===== src/logic/signaling_extractor_pkg.sv =====
// constants shared by the signaling extractor register slice
`default_nettype none
package signaling_extractor_pkg;
   // direct register offsets
   localparam logic [7:0] CFG_OFS = 8'h50;
   localparam logic [7:0] STAT_OFS = 8'h51;
   localparam logic [7:0] ADDR_OFS = 8'h52;
   localparam logic [7:0] DATA_OFS = 8'h53;
   // direct register fields
   localparam int VIEW_BIT = 6;
   localparam int PER_SLOT_CONFIG_ENABLE_BIT = 0;
   localparam int BUSY_BIT = 7;
   localparam int RNW_BIT = 7;
   localparam logic [7:0] CFG_RST = 8'h00;
   localparam logic [7:0] ADDR_RST = 8'h00;
   localparam logic [7:0] DATA_RST = 8'h00;
   // indirect space segment bases
   localparam logic [6:0] CUR_BASE = 7'h10;
   localparam logic [6:0] DLY_BASE = 7'h20;
   localparam logic [6:0] DLY_T1_TOP = 7'h37;
   localparam logic [6:0] PCFG_BASE = 7'h40;
   localparam logic [6:0] PCFG_TOP = 7'h5f;
   // per-slot configuration fields
   localparam int PC_INV_HI = 3;
   localparam int PC_INV_LO = 2;
   localparam int PC_FIX_LVL = 1;
   localparam int PC_DEB = 0;
   localparam logic [3:0] PCFG_RST = 4'h0;
   // slot numbering
   localparam logic [4:0] E1_SKIP_TS = 5'h10;
   localparam logic [4:0] E1_FLAG16_TS = 5'h11;
   localparam logic [4:0] LAST_DIRECT_FLAG = 5'h0f;
   localparam logic [4:0] T1_LAST_FLAG = 5'h10;
   // pcm conditioning masks, bit 1 of the slot is the msb
   localparam logic [7:0] E1_EVEN_MASK = 8'h55;
   localparam logic [7:0] E1_ODD_MASK = 8'haa;
   localparam logic [7:0] MSB_MASK = 8'h80;
   // cycles the busy flag stays high per indirect access
   localparam int INDIRECT_CYCLES = 2;
endpackage
`default_nettype wire


===== src/logic/signaling_extract_indirect_regs.sv =====
// signaling extractor change flags, indirect space and rx pcm conditioning
`timescale 1ns/10ps
`default_nettype none

////////////////////////////////////////////////////////////////////////////////
module sig_fifo #(
   parameter int WIDTH = 10,
   parameter int DEPTH = 16
) (
   input wire logic clk_i,               // core clock
   input wire logic rst_i,               // async reset
   input wire logic in_valid_i,          // word offered
   output logic in_ready_o,              // room for a word
   input wire logic [WIDTH-1:0] in_data_i, // word in
   output logic out_valid_o,             // word held
   input wire logic out_ready_i,         // drain takes word
   output logic [WIDTH-1:0] out_data_o   // word out
);
   localparam int AW = $clog2(DEPTH);
   logic [WIDTH-1:0] mem [DEPTH];
   logic [AW-1:0] wr_ptr;
   logic [AW-1:0] rd_ptr;
   logic [AW:0] count;
   logic room;
   logic push;
   logic pop;
   logic [AW:0] next_count;

   assign push = in_valid_i && room;
   assign pop = out_valid_o && out_ready_i;
   assign next_count = count + (AW+1)'(push) - (AW+1)'(pop);
   // ready leaves straight from a flop
   assign in_ready_o = room;
   assign out_valid_o = (count != '0);
   assign out_data_o = mem[rd_ptr];

   always_ff @(posedge clk_i or posedge rst_i) begin
      if (rst_i) begin
         wr_ptr <= '0;
         rd_ptr <= '0;
         count <= '0;
         room <= 1'b1;
      end else begin
         if (push) begin
            wr_ptr <= (wr_ptr == AW'(DEPTH - 1)) ? '0 : wr_ptr + 1'b1;
         end
         if (pop) begin
            rd_ptr <= (rd_ptr == AW'(DEPTH - 1)) ? '0 : rd_ptr + 1'b1;
         end
         count <= next_count;
         room <= (next_count != (AW+1)'(DEPTH));
      end
   end

   always_ff @(posedge clk_i) begin
      if (push) begin
         mem[wr_ptr] <= in_data_i;
      end
   end
endmodule // sig_fifo

////////////////////////////////////////////////////////////////////////////////
module signaling_extract_indirect_regs #(
   parameter int FIFO_DEPTH = 16
) (
   input wire logic core_clk_i,          // 20 MHz system clock
   input wire logic rst_i,               // async reset, active high
   input wire logic [7:0] reg_addr_i,    // register offset
   input wire logic reg_wr_i,            // write strobe, one cycle
   input wire logic reg_rd_i,            // read strobe, one cycle
   input wire logic [7:0] reg_wdata_i,   // write data
   output logic [7:0] reg_rdata_o,       // read data, next cycle
   input wire logic e1_not_t1_select_i,  // 1 = E1, 0 = T1
   input wire logic sig_valid_i,         // signaling sample offered
   output logic sig_ready_o,             // sample buffer has room
   input wire logic [4:0] sig_slot_i,    // E1 timeslot or T1 channel
   input wire logic [3:0] sig_nibble_i,  // ABCD sample
   input wire logic sig_mf_start_i,      // first sample of a multiframe
   input wire logic pcm_valid_i,         // pcm byte offered
   input wire logic [4:0] pcm_slot_i,    // slot of pcm byte
   input wire logic [7:0] pcm_data_i,    // received pcm byte
   input wire logic pcm_sig_frame_i,     // byte is in a signaling frame
   input wire logic msb_invert_control_i, // per-channel sign invert
   input wire logic trunk_cond_i,        // trunk conditioning active
   input wire logic [7:0] trunk_code_i,  // trunk conditioning code
   input wire logic milliwatt_i,         // milliwatt insertion active
   input wire logic [7:0] milliwatt_code_i, // milliwatt byte
   output logic pcm_valid_o,             // conditioned byte valid
   output logic [7:0] backplane_rx_pcm_out_o // conditioned pcm byte
);
   typedef enum {IX_IDLE, IX_BUSY} ix_state_e;

   function automatic logic [4:0] slot_index(input logic [4:0] s, input logic e1);
      // T1 channels count from one, storage from zero
      slot_index = e1 ? s : s - 5'h01;
   endfunction

   function automatic logic [15:0] flag_bit(input logic [4:0] s, input logic e1);
      flag_bit = '0;
      if (e1) begin
         if (s != 5'h00 && s <= signaling_extractor_pkg::LAST_DIRECT_FLAG) begin
            flag_bit[4'(s - 5'h01)] = 1'b1;
         end else if (s == signaling_extractor_pkg::E1_FLAG16_TS) begin
            flag_bit[15] = 1'b1;
         end
      end else if (s != 5'h00 && s <= signaling_extractor_pkg::T1_LAST_FLAG) begin
         flag_bit[4'(s - 5'h01)] = 1'b1;
      end
   endfunction

   function automatic logic slot_valid(input logic [4:0] s, input logic e1);
      slot_valid = e1 ? (s != 5'h00 && s != signaling_extractor_pkg::E1_SKIP_TS) : (s != 5'h00 && s <= 5'h18);
   endfunction

   logic [7:0] cfg;
   logic [7:0] addr_ctrl;
   logic [7:0] data_buf;
   logic [15:0] flags;
   logic [3:0] cur_sig [32];
   logic [3:0] dly_sig [32];
   logic [3:0] prev_smp [32];
   logic [3:0] pcfg [32];
   ix_state_e state;
   logic [1:0] ix_cnt;
   logic view;
   logic per_slot_config_enable;
   logic e1;
   logic launch;
   logic ix_done;
   logic [7:0] ind_rdata;
   logic [9:0] fifo_word;
   logic pop_valid;
   logic pop_ready;
   logic pop;
   logic [4:0] pop_slot;
   logic [4:0] pop_idx;
   logic [3:0] pop_nib;
   logic pop_mf;
   logic [3:0] accepted;
   logic change;
   logic [15:0] flag_set;
   logic [15:0] flag_clr;

   assign view = cfg[signaling_extractor_pkg::VIEW_BIT];
   assign per_slot_config_enable = cfg[signaling_extractor_pkg::PER_SLOT_CONFIG_ENABLE_BIT];
   assign e1 = e1_not_t1_select_i;

   ////////////////////////////////////////////////////////////////////////////
   // sample buffer; drained only while no indirect access touches the arrays
   sig_fifo #(.WIDTH(10), .DEPTH(FIFO_DEPTH)) u_fifo (
      .clk_i(core_clk_i),
      .rst_i(rst_i),
      .in_valid_i(sig_valid_i),
      .in_ready_o(sig_ready_o),
      .in_data_i({sig_mf_start_i, sig_slot_i, sig_nibble_i}),
      .out_valid_o(pop_valid),
      .out_ready_i(pop_ready),
      .out_data_o(fifo_word)
   );
   assign pop_ready = (state == IX_IDLE);
   assign pop = pop_valid && pop_ready;
   assign {pop_mf, pop_slot, pop_nib} = fifo_word;
   assign pop_idx = slot_index(pop_slot, e1);

   ////////////////////////////////////////////////////////////////////////////
   // debounce and change detection
   always_comb begin
      accepted = pop_nib;
      if (per_slot_config_enable && pcfg[pop_idx][signaling_extractor_pkg::PC_DEB]) begin
         accepted = (pop_nib & ~(pop_nib ^ prev_smp[pop_idx]))
                  | (cur_sig[pop_idx] & (pop_nib ^ prev_smp[pop_idx]));
      end
   end
   assign change = pop && slot_valid(pop_slot, e1) && (accepted != cur_sig[pop_idx]);
   assign flag_set = change ? flag_bit(pop_slot, e1) : 16'h0000;

   always_ff @(posedge core_clk_i or posedge rst_i) begin
      if (rst_i) begin
         for (int i = 0; i < 32; i++) begin
            cur_sig[i] <= 4'h0;
            dly_sig[i] <= 4'h0;
            prev_smp[i] <= 4'h0;
         end
      end else if (pop) begin
         if (pop_mf) begin
            for (int i = 0; i < 32; i++) begin
               dly_sig[i] <= cur_sig[i];
            end
         end
         // no storage for E1 timeslots zero and sixteen
         if (slot_valid(pop_slot, e1)) begin
            prev_smp[pop_idx] <= pop_nib;
            // current nibble updated with its flag
            cur_sig[pop_idx] <= accepted;
         end
      end
   end

   ////////////////////////////////////////////////////////////////////////////
   // change flags; a set in the clearing cycle survives
   always_comb begin
      flag_clr = 16'h0000;
      if (reg_rd_i && view && reg_addr_i == signaling_extractor_pkg::ADDR_OFS) begin
         flag_clr[15:8] = 8'hff;
      end
      if (reg_rd_i && view && reg_addr_i == signaling_extractor_pkg::DATA_OFS) begin
         flag_clr[7:0] = 8'hff;
      end
   end

   always_ff @(posedge core_clk_i or posedge rst_i) begin
      if (rst_i) begin
         flags <= 16'h0000;
      end else begin
         // set on change, clear on read
         flags <= (flags & ~flag_clr) | flag_set;
      end
   end

   ////////////////////////////////////////////////////////////////////////////
   // direct registers
   // launch only above the first segment
   assign launch = reg_wr_i && !view && state == IX_IDLE
                 && reg_addr_i == signaling_extractor_pkg::ADDR_OFS
                 && reg_wdata_i[6:0] >= signaling_extractor_pkg::CUR_BASE;

   always_ff @(posedge core_clk_i or posedge rst_i) begin
      if (rst_i) begin
         cfg <= signaling_extractor_pkg::CFG_RST;
      end else if (reg_wr_i && reg_addr_i == signaling_extractor_pkg::CFG_OFS) begin
         cfg <= reg_wdata_i;
      end
   end

   always_ff @(posedge core_clk_i or posedge rst_i) begin
      if (rst_i) begin
         addr_ctrl <= signaling_extractor_pkg::ADDR_RST;
      end else if (reg_wr_i && !view && state == IX_IDLE && reg_addr_i == signaling_extractor_pkg::ADDR_OFS) begin
         addr_ctrl <= reg_wdata_i;
      end
   end

   always_ff @(posedge core_clk_i or posedge rst_i) begin
      if (rst_i) begin
         data_buf <= signaling_extractor_pkg::DATA_RST;
      end else if (ix_done && addr_ctrl[signaling_extractor_pkg::RNW_BIT]) begin
         data_buf <= ind_rdata;
      end else if (reg_wr_i && !view && state == IX_IDLE && reg_addr_i == signaling_extractor_pkg::DATA_OFS) begin
         data_buf <= reg_wdata_i;
      end
   end

   ////////////////////////////////////////////////////////////////////////////
   // indirect access sequencer; busy holds off further accesses
   assign ix_done = (state == IX_BUSY) && (ix_cnt == 2'(signaling_extractor_pkg::INDIRECT_CYCLES - 1));

   always_ff @(posedge core_clk_i or posedge rst_i) begin
      if (rst_i) begin
         state <= IX_IDLE;
         ix_cnt <= 2'h0;
      end else begin
         unique case (state)
            IX_IDLE: begin
               ix_cnt <= 2'h0;
               if (launch) begin
                  state <= IX_BUSY;
               end
            end
            IX_BUSY: begin
               ix_cnt <= ix_cnt + 2'h1;
               if (ix_done) begin
                  state <= IX_IDLE;
               end
            end
         endcase
      end
   end

   always_comb begin
      logic [6:0] a;
      logic [4:0] k;
      a = addr_ctrl[6:0];
      k = a[4:0];
      ind_rdata = 8'h00;
      if (a >= signaling_extractor_pkg::CUR_BASE && a < signaling_extractor_pkg::DLY_BASE) begin
         // slot n high, n+16 low; E1 zero and sixteen read zero
         ind_rdata[7:4] = (e1 && k[3:0] == 4'h0) ? 4'h0 : cur_sig[{1'b0, k[3:0]}];
         ind_rdata[3:0] = (e1 && k[3:0] == 4'h0) ? 4'h0 : cur_sig[{1'b1, k[3:0]}];
      end else if (a >= signaling_extractor_pkg::DLY_BASE && a < signaling_extractor_pkg::PCFG_BASE) begin
         if (e1 || a <= signaling_extractor_pkg::DLY_T1_TOP) begin
            ind_rdata[3:0] = dly_sig[k];
         end
      end else if (a <= signaling_extractor_pkg::PCFG_TOP) begin
         ind_rdata[3:0] = pcfg[k];
      end
   end

   always_ff @(posedge core_clk_i or posedge rst_i) begin
      if (rst_i) begin
         for (int i = 0; i < 32; i++) begin
            pcfg[i] <= signaling_extractor_pkg::PCFG_RST;
         end
      end else if (ix_done && !addr_ctrl[signaling_extractor_pkg::RNW_BIT]
                   && addr_ctrl[6:0] >= signaling_extractor_pkg::PCFG_BASE
                   && addr_ctrl[6:0] <= signaling_extractor_pkg::PCFG_TOP) begin
         pcfg[addr_ctrl[4:0]] <= data_buf[3:0];
      end
   end

   ////////////////////////////////////////////////////////////////////////////
   // register read port
   always_ff @(posedge core_clk_i or posedge rst_i) begin
      if (rst_i) begin
         reg_rdata_o <= 8'h00;
      end else if (reg_rd_i) begin
         // view decides what offsets 0x50 to 0x53 return
         unique case (reg_addr_i)
            signaling_extractor_pkg::CFG_OFS: reg_rdata_o <= view ? (cfg & (8'h01 << signaling_extractor_pkg::VIEW_BIT)) : cfg;
            signaling_extractor_pkg::STAT_OFS: reg_rdata_o <= view ? 8'h00 : {state != IX_IDLE, 7'h00};
            signaling_extractor_pkg::ADDR_OFS: reg_rdata_o <= view ? flags[15:8] : addr_ctrl;
            signaling_extractor_pkg::DATA_OFS: reg_rdata_o <= view ? flags[7:0] : data_buf;
            default: reg_rdata_o <= 8'h00;
         endcase
      end
   end

   ////////////////////////////////////////////////////////////////////////////
   // receive pcm conditioning
   logic [3:0] pc;
   logic [7:0] fixed;
   logic [7:0] inv_mask;
   assign pc = per_slot_config_enable ? pcfg[slot_index(pcm_slot_i, e1)] : 4'h0;

   always_comb begin
      fixed = pcm_data_i;
      if (!e1 && pcm_sig_frame_i && pc[signaling_extractor_pkg::PC_INV_LO]) begin
         fixed[0] = pc[signaling_extractor_pkg::PC_FIX_LVL];
      end
      inv_mask = 8'h00;
      if (e1) begin
         unique case (pc[signaling_extractor_pkg::PC_INV_HI:signaling_extractor_pkg::PC_INV_LO])
            2'b01: inv_mask = signaling_extractor_pkg::E1_EVEN_MASK;
            2'b10: inv_mask = signaling_extractor_pkg::E1_ODD_MASK;
            2'b11: inv_mask = 8'hff;
            default: inv_mask = 8'h00;
         endcase
      end else begin
         unique case ({pc[signaling_extractor_pkg::PC_INV_HI], msb_invert_control_i})
            2'b10: inv_mask = 8'hff;
            2'b01: inv_mask = signaling_extractor_pkg::MSB_MASK;
            2'b11: inv_mask = ~signaling_extractor_pkg::MSB_MASK;
            default: inv_mask = 8'h00;
         endcase
      end
   end

   always_ff @(posedge core_clk_i or posedge rst_i) begin
      if (rst_i) begin
         pcm_valid_o <= 1'b0;
         backplane_rx_pcm_out_o <= 8'h00;
      end else begin
         pcm_valid_o <= pcm_valid_i;
         if (milliwatt_i) begin
            backplane_rx_pcm_out_o <= milliwatt_code_i;
         end else if (trunk_cond_i) begin
            backplane_rx_pcm_out_o <= trunk_code_i;
         end else begin
            backplane_rx_pcm_out_o <= fixed ^ inv_mask;
         end
      end
   end

   ////////////////////////////////////////////////////////////////////////////
   busy_len_a: assert property (
      @(posedge core_clk_i) disable iff (rst_i)
      launch |=> (state == IX_BUSY) [*2] ##1 (state == IX_IDLE))
      else $error("busy did not last two cycles");
   seg1_idle_a: assert property (
      @(posedge core_clk_i) disable iff (rst_i)
      (reg_wr_i && state == IX_IDLE && reg_addr_i == signaling_extractor_pkg::ADDR_OFS
       && reg_wdata_i[6:4] == 3'h0)
      |=> state == IX_IDLE)
      else $error("first segment address launched an access");
   mid_clear_a: assert property (
      @(posedge core_clk_i) disable iff (rst_i)
      (flag_clr[15] && flag_set[15:8] == 8'h00) |=> flags[15:8] == 8'h00)
      else $error("upper flag byte not cleared by read");
   low_clear_a: assert property (
      @(posedge core_clk_i) disable iff (rst_i)
      (flag_clr[0] && flag_set[7:0] == 8'h00) |=> flags[7:0] == 8'h00)
      else $error("lower flag byte not cleared by read");
   ts17_flag_a: assert property (
      @(posedge core_clk_i) disable iff (rst_i)
      (change && e1 && pop_slot == signaling_extractor_pkg::E1_FLAG16_TS) |=> flags[15])
      else $error("timeslot seventeen change lost");
   read_result_a: assert property (
      @(posedge core_clk_i) disable iff (rst_i)
      (ix_done && addr_ctrl[signaling_extractor_pkg::RNW_BIT]) |=> data_buf == $past(ind_rdata))
      else $error("read result not in data buffer");
   write_cfg_a: assert property (
      @(posedge core_clk_i) disable iff (rst_i)
      (ix_done && !addr_ctrl[signaling_extractor_pkg::RNW_BIT] && addr_ctrl[6:0] >= signaling_extractor_pkg::PCFG_BASE
       && addr_ctrl[6:0] <= signaling_extractor_pkg::PCFG_TOP)
      |=> pcfg[$past(addr_ctrl[4:0])] == $past(data_buf[3:0]))
      else $error("buffered byte not written");
   mw_prio_a: assert property (
      @(posedge core_clk_i) disable iff (rst_i)
      milliwatt_i |=> backplane_rx_pcm_out_o == $past(milliwatt_code_i))
      else $error("milliwatt code not inserted");
   fix_level_a: assert property (
      @(posedge core_clk_i) disable iff (rst_i)
      (!e1 && pcm_sig_frame_i && pc[2] && !pc[3] && !msb_invert_control_i
       && !milliwatt_i && !trunk_cond_i)
      |=> backplane_rx_pcm_out_o[0] == $past(pc[1]))
      else $error("signaling bit not fixed");
endmodule // signaling_extract_indirect_regs

`default_nettype wire


===== config.mk =====
export PLATFORM = sky130hd
export DESIGN_NAME = signaling_extract_indirect_regs
export DESIGN_NICKNAME = d
export VERILOG_FILES = /design/src/logic/signaling_extractor_pkg.sv /design/src/logic/signaling_extract_indirect_regs.sv
export SDC_FILE = /design/constraint.sdc
export NUM_CORES = 2
export LEC_CHECK = 0
export BUFFER_PORTS_ARGS = -buffer_cell sky130_fd_sc_hd__buf_2
export CORE_MARGIN = 8
export CORE_UTILIZATION = 63
export CTS_CLUSTER_SIZE = 24
export DETAILED_ROUTE_END_ITERATION = 6
export PLACE_DENSITY = 0.81
export SLEW_MARGIN = 20
export SYNTH_ARGS = -nofsm -noshare
export SYNTH_HDL_FRONTEND = slang
export SYNTH_SLANG_ARGS = --single-unit

===== constraint.sdc =====
create_clock -name core_clk_i -period 23.1 [get_ports core_clk_i]
set_input_delay 2.31 -clock core_clk_i [delete_from_list [all_inputs] [get_ports core_clk_i]]
set_output_delay 2.31 -clock core_clk_i [all_outputs]
set_load 0.02 [all_outputs]

Word-level counts from Yosys, hierarchy flattened --
Memory sizes are Yosys's and may differ from the RTL's. Cells that the tools add are included.
Word-level totals: register bits 617, latch bits 0, bits in writable memories 160, ROM bits 0, input port bits 66, output and inout bits 18, word-level logic and storage cells 323, memories 1
Memories:
- u_fifo.mem | words 16, width 10, read ports 1, clocked after Yosys merged registers in 0, write ports 1, RTL line signaling_extract_indirect_regs.sv:20 | logic [WIDTH-1:0] mem [DEPTH];
Operators by class: add/sub/neg operators 7, multiply operators 0, divide/modulo/power cells 0, $lt $le $gt $ge 20, eq/ne operators 21, shifts and indexed selects 0, multiplexer cells 74, bitwise operators 14, reductions and logical operators 45
Operator list (number):
- $bwmux 128 | 3
- $bmux 4 s5 | 8
- $mux 4 | 27
- $mux 8 | 11
- $logic_not 32->1 | 2
- $mux 32 | 2
- $pmux 32 s2 | 1
- $mux 16 | 3
- $pmux 8 s3 | 2
- $demux 4 s5 | 2
- $eq 32x1->1 const B | 1
- $eq 32x2->1 const B | 1
- $eq 8x7->1 const B | 4
- $pmux 8 s4 | 1
- $reduce_bool 32->1 | 1
- $logic_and 1x1->1 | 31
- $ge 6x6->1 const B | 5
- $not 5->6 | 4
- $and 16x16->16 | 1
- $not 16->16 | 1
- $or 16x16->16 | 1
- $mux 15 | 1
- $ge 7x5->1 const B | 2
- $lt 6x1->1 const B | 2
- other kinds (38) | 64

Depth between registers and ports, before layout --
An unclocked memory read counts as a cell.
depth after elaboration 16, depth in mapped cells 26, depth with buffers taken out 15

Cells and area by module --
From an unflattened synthesis, not the netlist that was laid out.
Second synthesis, totals: cell total of the unflattened synthesis 2548, area total of the unflattened synthesis 36201.0 µm²
By module, submodules not included:
- signaling_extract_indirect_regs | times used 1, cells each 2172, area an instance 29158.0 µm², seq. area each 14313.7 µm²
- sig_fifo | times used 1, cells each 376, area an instance 7043.0 µm², seq. area each 5156.2 µm²

Worst setup path before layout --
Ideal clock, no wire load.
kind input -> register, start in e1_not_t1_select_i, end reg backplane_rx_pcm_out_o[5], library setup time 0.135 ns, arrival time 5.970 ns, data required time 22.965 ns, setup slack 16.995 ns, stages 15, path buffers 2, cells stage by stage clkbuf_1 -> xnor2_1 -> clkbuf_1 -> mux4_2 -> mux4_2 -> mux2i_1 -> nor2b_1 -> ha_1 -> nor2_1 -> nand2_1 -> o21ai_0 -> xor2_1 -> nor2_1 -> a21oi_1 -> o21ai_0
Between the ends: cells in the longest elaborated chain, start to end 12, elaborated cells on any way between the ends 18, classes of those cells eq/ne (6); mux (10); bitwise (2)
RTL lines:
- start: declaration | RTL line signaling_extract_indirect_regs.sv:73 | input wire logic e1_not_t1_select_i,
- $mux 5 | RTL line signaling_extract_indirect_regs.sv:95 | slot_index = e1 ? s : s - 5'h01;
- $not 5->6 (not written as such) | RTL line signaling_extract_indirect_regs.sv:332 | assign pc = per_slot_config_enable ? pcfg[slot_index(pcm_slot_i, e1)] : 4'h0;
- $bmux 4 s5 | RTL line signaling_extract_indirect_regs.sv:332
- $mux 4 (not written as such) (2 in series) | RTL line signaling_extract_indirect_regs.sv:332
- $mux 4 | RTL line signaling_extract_indirect_regs.sv:332
- $eq 2x2->1 (tied with other cells) | RTL line signaling_extract_indirect_regs.sv:348 | unique case ({pc[signaling_extractor_pkg::PC_INV_HI], msb_invert_control_i})
- $pmux 8 s3, on equally long branches | RTL line signaling_extract_indirect_regs.sv:348, signaling_extract_indirect_regs.sv:341
- $mux 8 * | RTL line signaling_extract_indirect_regs.sv:340 | if (e1) begin
- $xor 8x8->8 * | RTL line signaling_extract_indirect_regs.sv:368 | backplane_rx_pcm_out_o <= fixed ^ inv_mask;
- $mux 8 * | RTL line signaling_extract_indirect_regs.sv:365 | end else if (trunk_cond_i) begin
- $mux 8 * | RTL line signaling_extract_indirect_regs.sv:363 | if (milliwatt_i) begin
- end signal: assignment | RTL line signaling_extract_indirect_regs.sv:364 | backplane_rx_pcm_out_o <= milliwatt_code_i;
- end signal: assignment | RTL line signaling_extract_indirect_regs.sv:366 | backplane_rx_pcm_out_o <= trunk_code_i;
- end signal: assignment | RTL line signaling_extract_indirect_regs.sv:368
- end: declaration | RTL line signaling_extract_indirect_regs.sv:89 | output logic [7:0] backplane_rx_pcm_out_o
Every way passes the cells marked *; elsewhere a longest branch is shown, timed or not. The select of a mux whose other input is x is not followed. A chain may end at the register's enable or synchronous reset.

Worst setup path after layout --
start reg u_fifo.rd_ptr[0], end reg cur_sig[35] (netlist bit)
Between the ends: cells in the longest elaborated chain, start to end 13, elaborated cells on any way between the ends 33, classes of those cells add/sub (1); order compare (3); eq/ne (1); mux (15); bitwise (6); reduce/logical (6); memory (1)
RTL lines:
- start: declaration | RTL line signaling_extract_indirect_regs.sv:22 | logic [AW-1:0] rd_ptr;
- start signal: assignment | RTL line signaling_extract_indirect_regs.sv:48 | rd_ptr <= (rd_ptr == AW'(DEPTH - 1)) ? '0 : rd_ptr + 1'b1;
- $mem_v2 16x10 *
- $sub 5x1->5
- $mux 5 | RTL line signaling_extract_indirect_regs.sv:95
- $not 5->6 (not written as such)
- $bmux 4 s5 | RTL line signaling_extract_indirect_regs.sv:170, signaling_extract_indirect_regs.sv:171
- $mux 4 (not written as such) (2 in series) | RTL line signaling_extract_indirect_regs.sv:170, signaling_extract_indirect_regs.sv:171
- $xor 4x4->4 | RTL line signaling_extract_indirect_regs.sv:170, signaling_extract_indirect_regs.sv:171
- $not 4->4 | RTL line signaling_extract_indirect_regs.sv:170 | accepted = (pop_nib & ~(pop_nib ^ prev_smp[pop_idx]))
- $and 4x4->4 | RTL line signaling_extract_indirect_regs.sv:170
- $or 4x4->4 | RTL line signaling_extract_indirect_regs.sv:171 | | (cur_sig[pop_idx] & (pop_nib ^ prev_smp[pop_idx]));
- $mux 4 | RTL line signaling_extract_indirect_regs.sv:169 | if (per_slot_config_enable && pcfg[pop_idx][signaling_extractor_pkg::PC_DEB]) begin
- $bwmux 128 | RTL line signaling_extract_indirect_regs.sv:194 | cur_sig[pop_idx] <= accepted;
- end signal: indexed assignment | RTL line signaling_extract_indirect_regs.sv:194
- end: declaration | RTL line signaling_extract_indirect_regs.sv:119 | logic [3:0] cur_sig [32];
Marks and branches as above.

==> results.yml <==
outcome:
  status: "completed"
worst_setup_path:
  crit_path_top_delay_cell: "and2_1"
  rr_worst_depth: 17
  required_ns: 23.68
  setup.worst_path.class: "reg2reg"
  critPathMaxFanout: 50
  crit_path_end_kind: "flip-flop"
  crit_top_cell: "buf_4"
  worstPathArrival_ns: 8.66
  path_cells: "buf_4 > nor2b_1 > a221oi_1 > o21a_4 > nor2_4 > ha_4 > buf_4 > nor2_1 > o21ai_4 > and2_1 > o22ai_1 > a222oi_1 > and4_1 > o21ai_0 > and2b_1 > nor2_2 > mux2_2"
  max_stage_delay_ns: 0.89
  startpoint_type: "flip-flop"
layout:
  syn_to_final_growth_pct: 9.98
  fillers: 3923
  final_cell_mix: "dfrtp_1, mux2_2, mux4_2"
  seq_area_um2: 19500
  final_util_pct: 69.9
  drive_gt1_share_pct: 35.5
  finalNetCount: 2991
  multi_input_area_um2: 17800
  fin_area_um2: 42100
  mostFrequentLayoutCell: "dfrtp_1"
placement:
  dp_hpwl_um: 79200
  pre_cts_ws_ns: 15.14
  routabilityCongestion: 1.03
  place_area_um2: 39400
  portBuffers: 83
yosys:
  syn_area_per_cell_um2: 13.3
  synth_ff_type: "dfrtp_1"
  yosysUniqueCellTypes: 99
  synth_mux_area_share_pct: 28.6
  synth_cells: 2876
  synth-xor-area-share_pct: 0.640
  yosysWarnings: 0
  synth_edf_count: 160
  synthArstFlopShare_pct: 78.6
  synth-seq-cells: 746
  ys_seq_area_share_pct: 50.8
  synth_compound_area_share_pct: 9.82
  synth_nets: 2965
  synthesis.area_um2: 38300
  synth-simple-area-share_pct: 6.43
  synth_adder_area_share_pct: 0.771
  synth_top_family_by_area: "multiplexers"
sta:
  hold_viol: 0
  rsz0062_at_grt: "no"
  max_slew.worst_pin.slew_ns: 1.21
  setup_viol: 0
  clock.fmax_mhz: 124
  final.setup.tns_ns: 0
  slew_violations: 0
  relSlewSlack_pct: 19.3
  post-route-period-util_pct: 35.0
  min_period_ns: 8.08
  clock-skew-final_ns: 0.0391
  finalWorstSetupSlack_ns: 15.02
pwr:
  power.density_nw_per_um2: 169
  power_mw: 7.12
  ir_drop_uv: 219
  leakage_nw: 17.5
die:
  fp.dieW_um: 263
  io_pins: 84
  initial_utilization_pct: 63.6
  rows: 90
  coreArea_um2: 60200
  die_area_um2: 68900
  die_h_um: 263
detailed_routing:
  route.final.wire_length_um: 118000
  dr.first_iter.drc_count: 3583
  num_vias: 27617
  wl_per_cell_um: 31.5
  viasPerCell: 7.37
  drc: 0
  ant_nets: 0
  first_pass_iters: 6
clocking:
  cts_resized: 0
  cts_made_buffers: 78
  htree_levels: 3
  cts.clk_slew.worst_paths_ns: 0.06
  clock_sinks: 746
  cts_tree: "done"
  cts.path.max_buffers: 3
  clock-root-buffer: "clkbuf_16"
  clock_latency_ns: 0.66
  cts_hold_buf: 0
  postCtsSetupRepairBufs: 0
worst_hold_path:
  hold_depth: 1
  min_path_type: "reg2reg"
grt:
  grt.total_usage_pct: 33.7
  grt_max_degree: 187
  grt_pass1_vias: 27716
  grt_pass1_wl_um: 178000
  gr-total-overflow: 0
  antenna_found_initial: 1
job:
  maxCapViolCount: 0
-- critical path, delay by kind of cell, from the launching register on --
kind	cells	cell delay, ns
fa+ha+maj	1	0.66
buf+inv	2	1.19
compound gates	6	2.30
flops	1	0.34
mux	1	0.32
simple gates	7	3.12
-- Yosys cell counts, types with 16 or more instances --
cell type	n	area, um2
clkbuf_1	126	473
mux2_2	509	5730
a21o_1	23	173
nor2b_1	24	150
o22ai_1	41	257
xnor2_1	19	166
mux4_2	189	4260
nor2_1	124	465
mux2i_1	94	941
nor3_1	22	110
a221oi_1	22	193
buf_1	23	86.3
o21ai_0	86	430
dfrtp_1	585	14600
buf_2	42	210
nand2_1	164	616
o31ai_1	30	225
and2_1	23	144
a31oi_1	16	100
o221ai_1	30	263
inv_1	49	184
a21oi_1	88	440
nand3_1	69	345
ha_1	22	275
edfxtp_1	160	4800
-- per-layer routing --
layer  track usage (%)  vias up  part of all wire [%]
met5                 0        -                     0
li1                  -    11165                     -
met1              44.5    14045                    37
met2              52.0     1947                    46
met3              7.57      460                    11
met4              18.4        0                   6.3
-- worst paths after layout --
path,end,from,slack (ns)
min in group asynchronous,dly_sig[64],rst_i,1.83
max reg2reg,cur_sig[35],u_fifo.rd_ptr[0],15.02
min reg2reg,ix_cnt[0],ix_cnt[0],0.44
max in group asynchronous,dly_sig[23],rst_i,18.36
min,ix_cnt[0],ix_cnt[0],0.44
max,cur_sig[35],u_fifo.rd_ptr[0],15.02
-- per-stage QoR --
stage | hold slack, ns | std cells
detailed placement | 0.438 | 3603
global placement | 0.416 | 3603
CTS | 0.445 | 3746
floorplan | 0.403 | 2876
finish | 0.440 | 3749
global route | 0.460 | 3747
-- sequential cells by signal, indices dropped and copies added, names as in the netlist, 16 cells and up --
register    count
flags          16
pcfg          128
u_fifo.mem    160
prev_smp      128
cur_sig       128
dly_sig       128
-- where the power goes --
part           internal, mW  switching, mW
sequential             1.70          0.313
clock                 0.751          0.551
combinational          1.43           2.38
total                  3.88           3.25
-- layout make-up --
class,instances,share of cell area [%]
antenna,2,0.0119
sequential,746,46.2
timing repair buffer,152,2.29
inverter,53,0.490
clock buffer,111,5.20
clock inverter,32,1.14
multi-input combinational,1871,42.3
tap,782,2.32
-- cells by family (layout without fill, tap and decap cells) --
kind of cell,after synthesis,count (layout)
adder cells (fa/ha/maj),23,23
AND/OR/NAND/NOR,512,512
other,0,2
AO/OA/AOI/OAI,514,514
XOR/XNOR,28,28
multiplexers,794,794
buffers and inverters,259,348
flip-flops,746,746
Note: power is estimated with default switching activity, not from simulation.
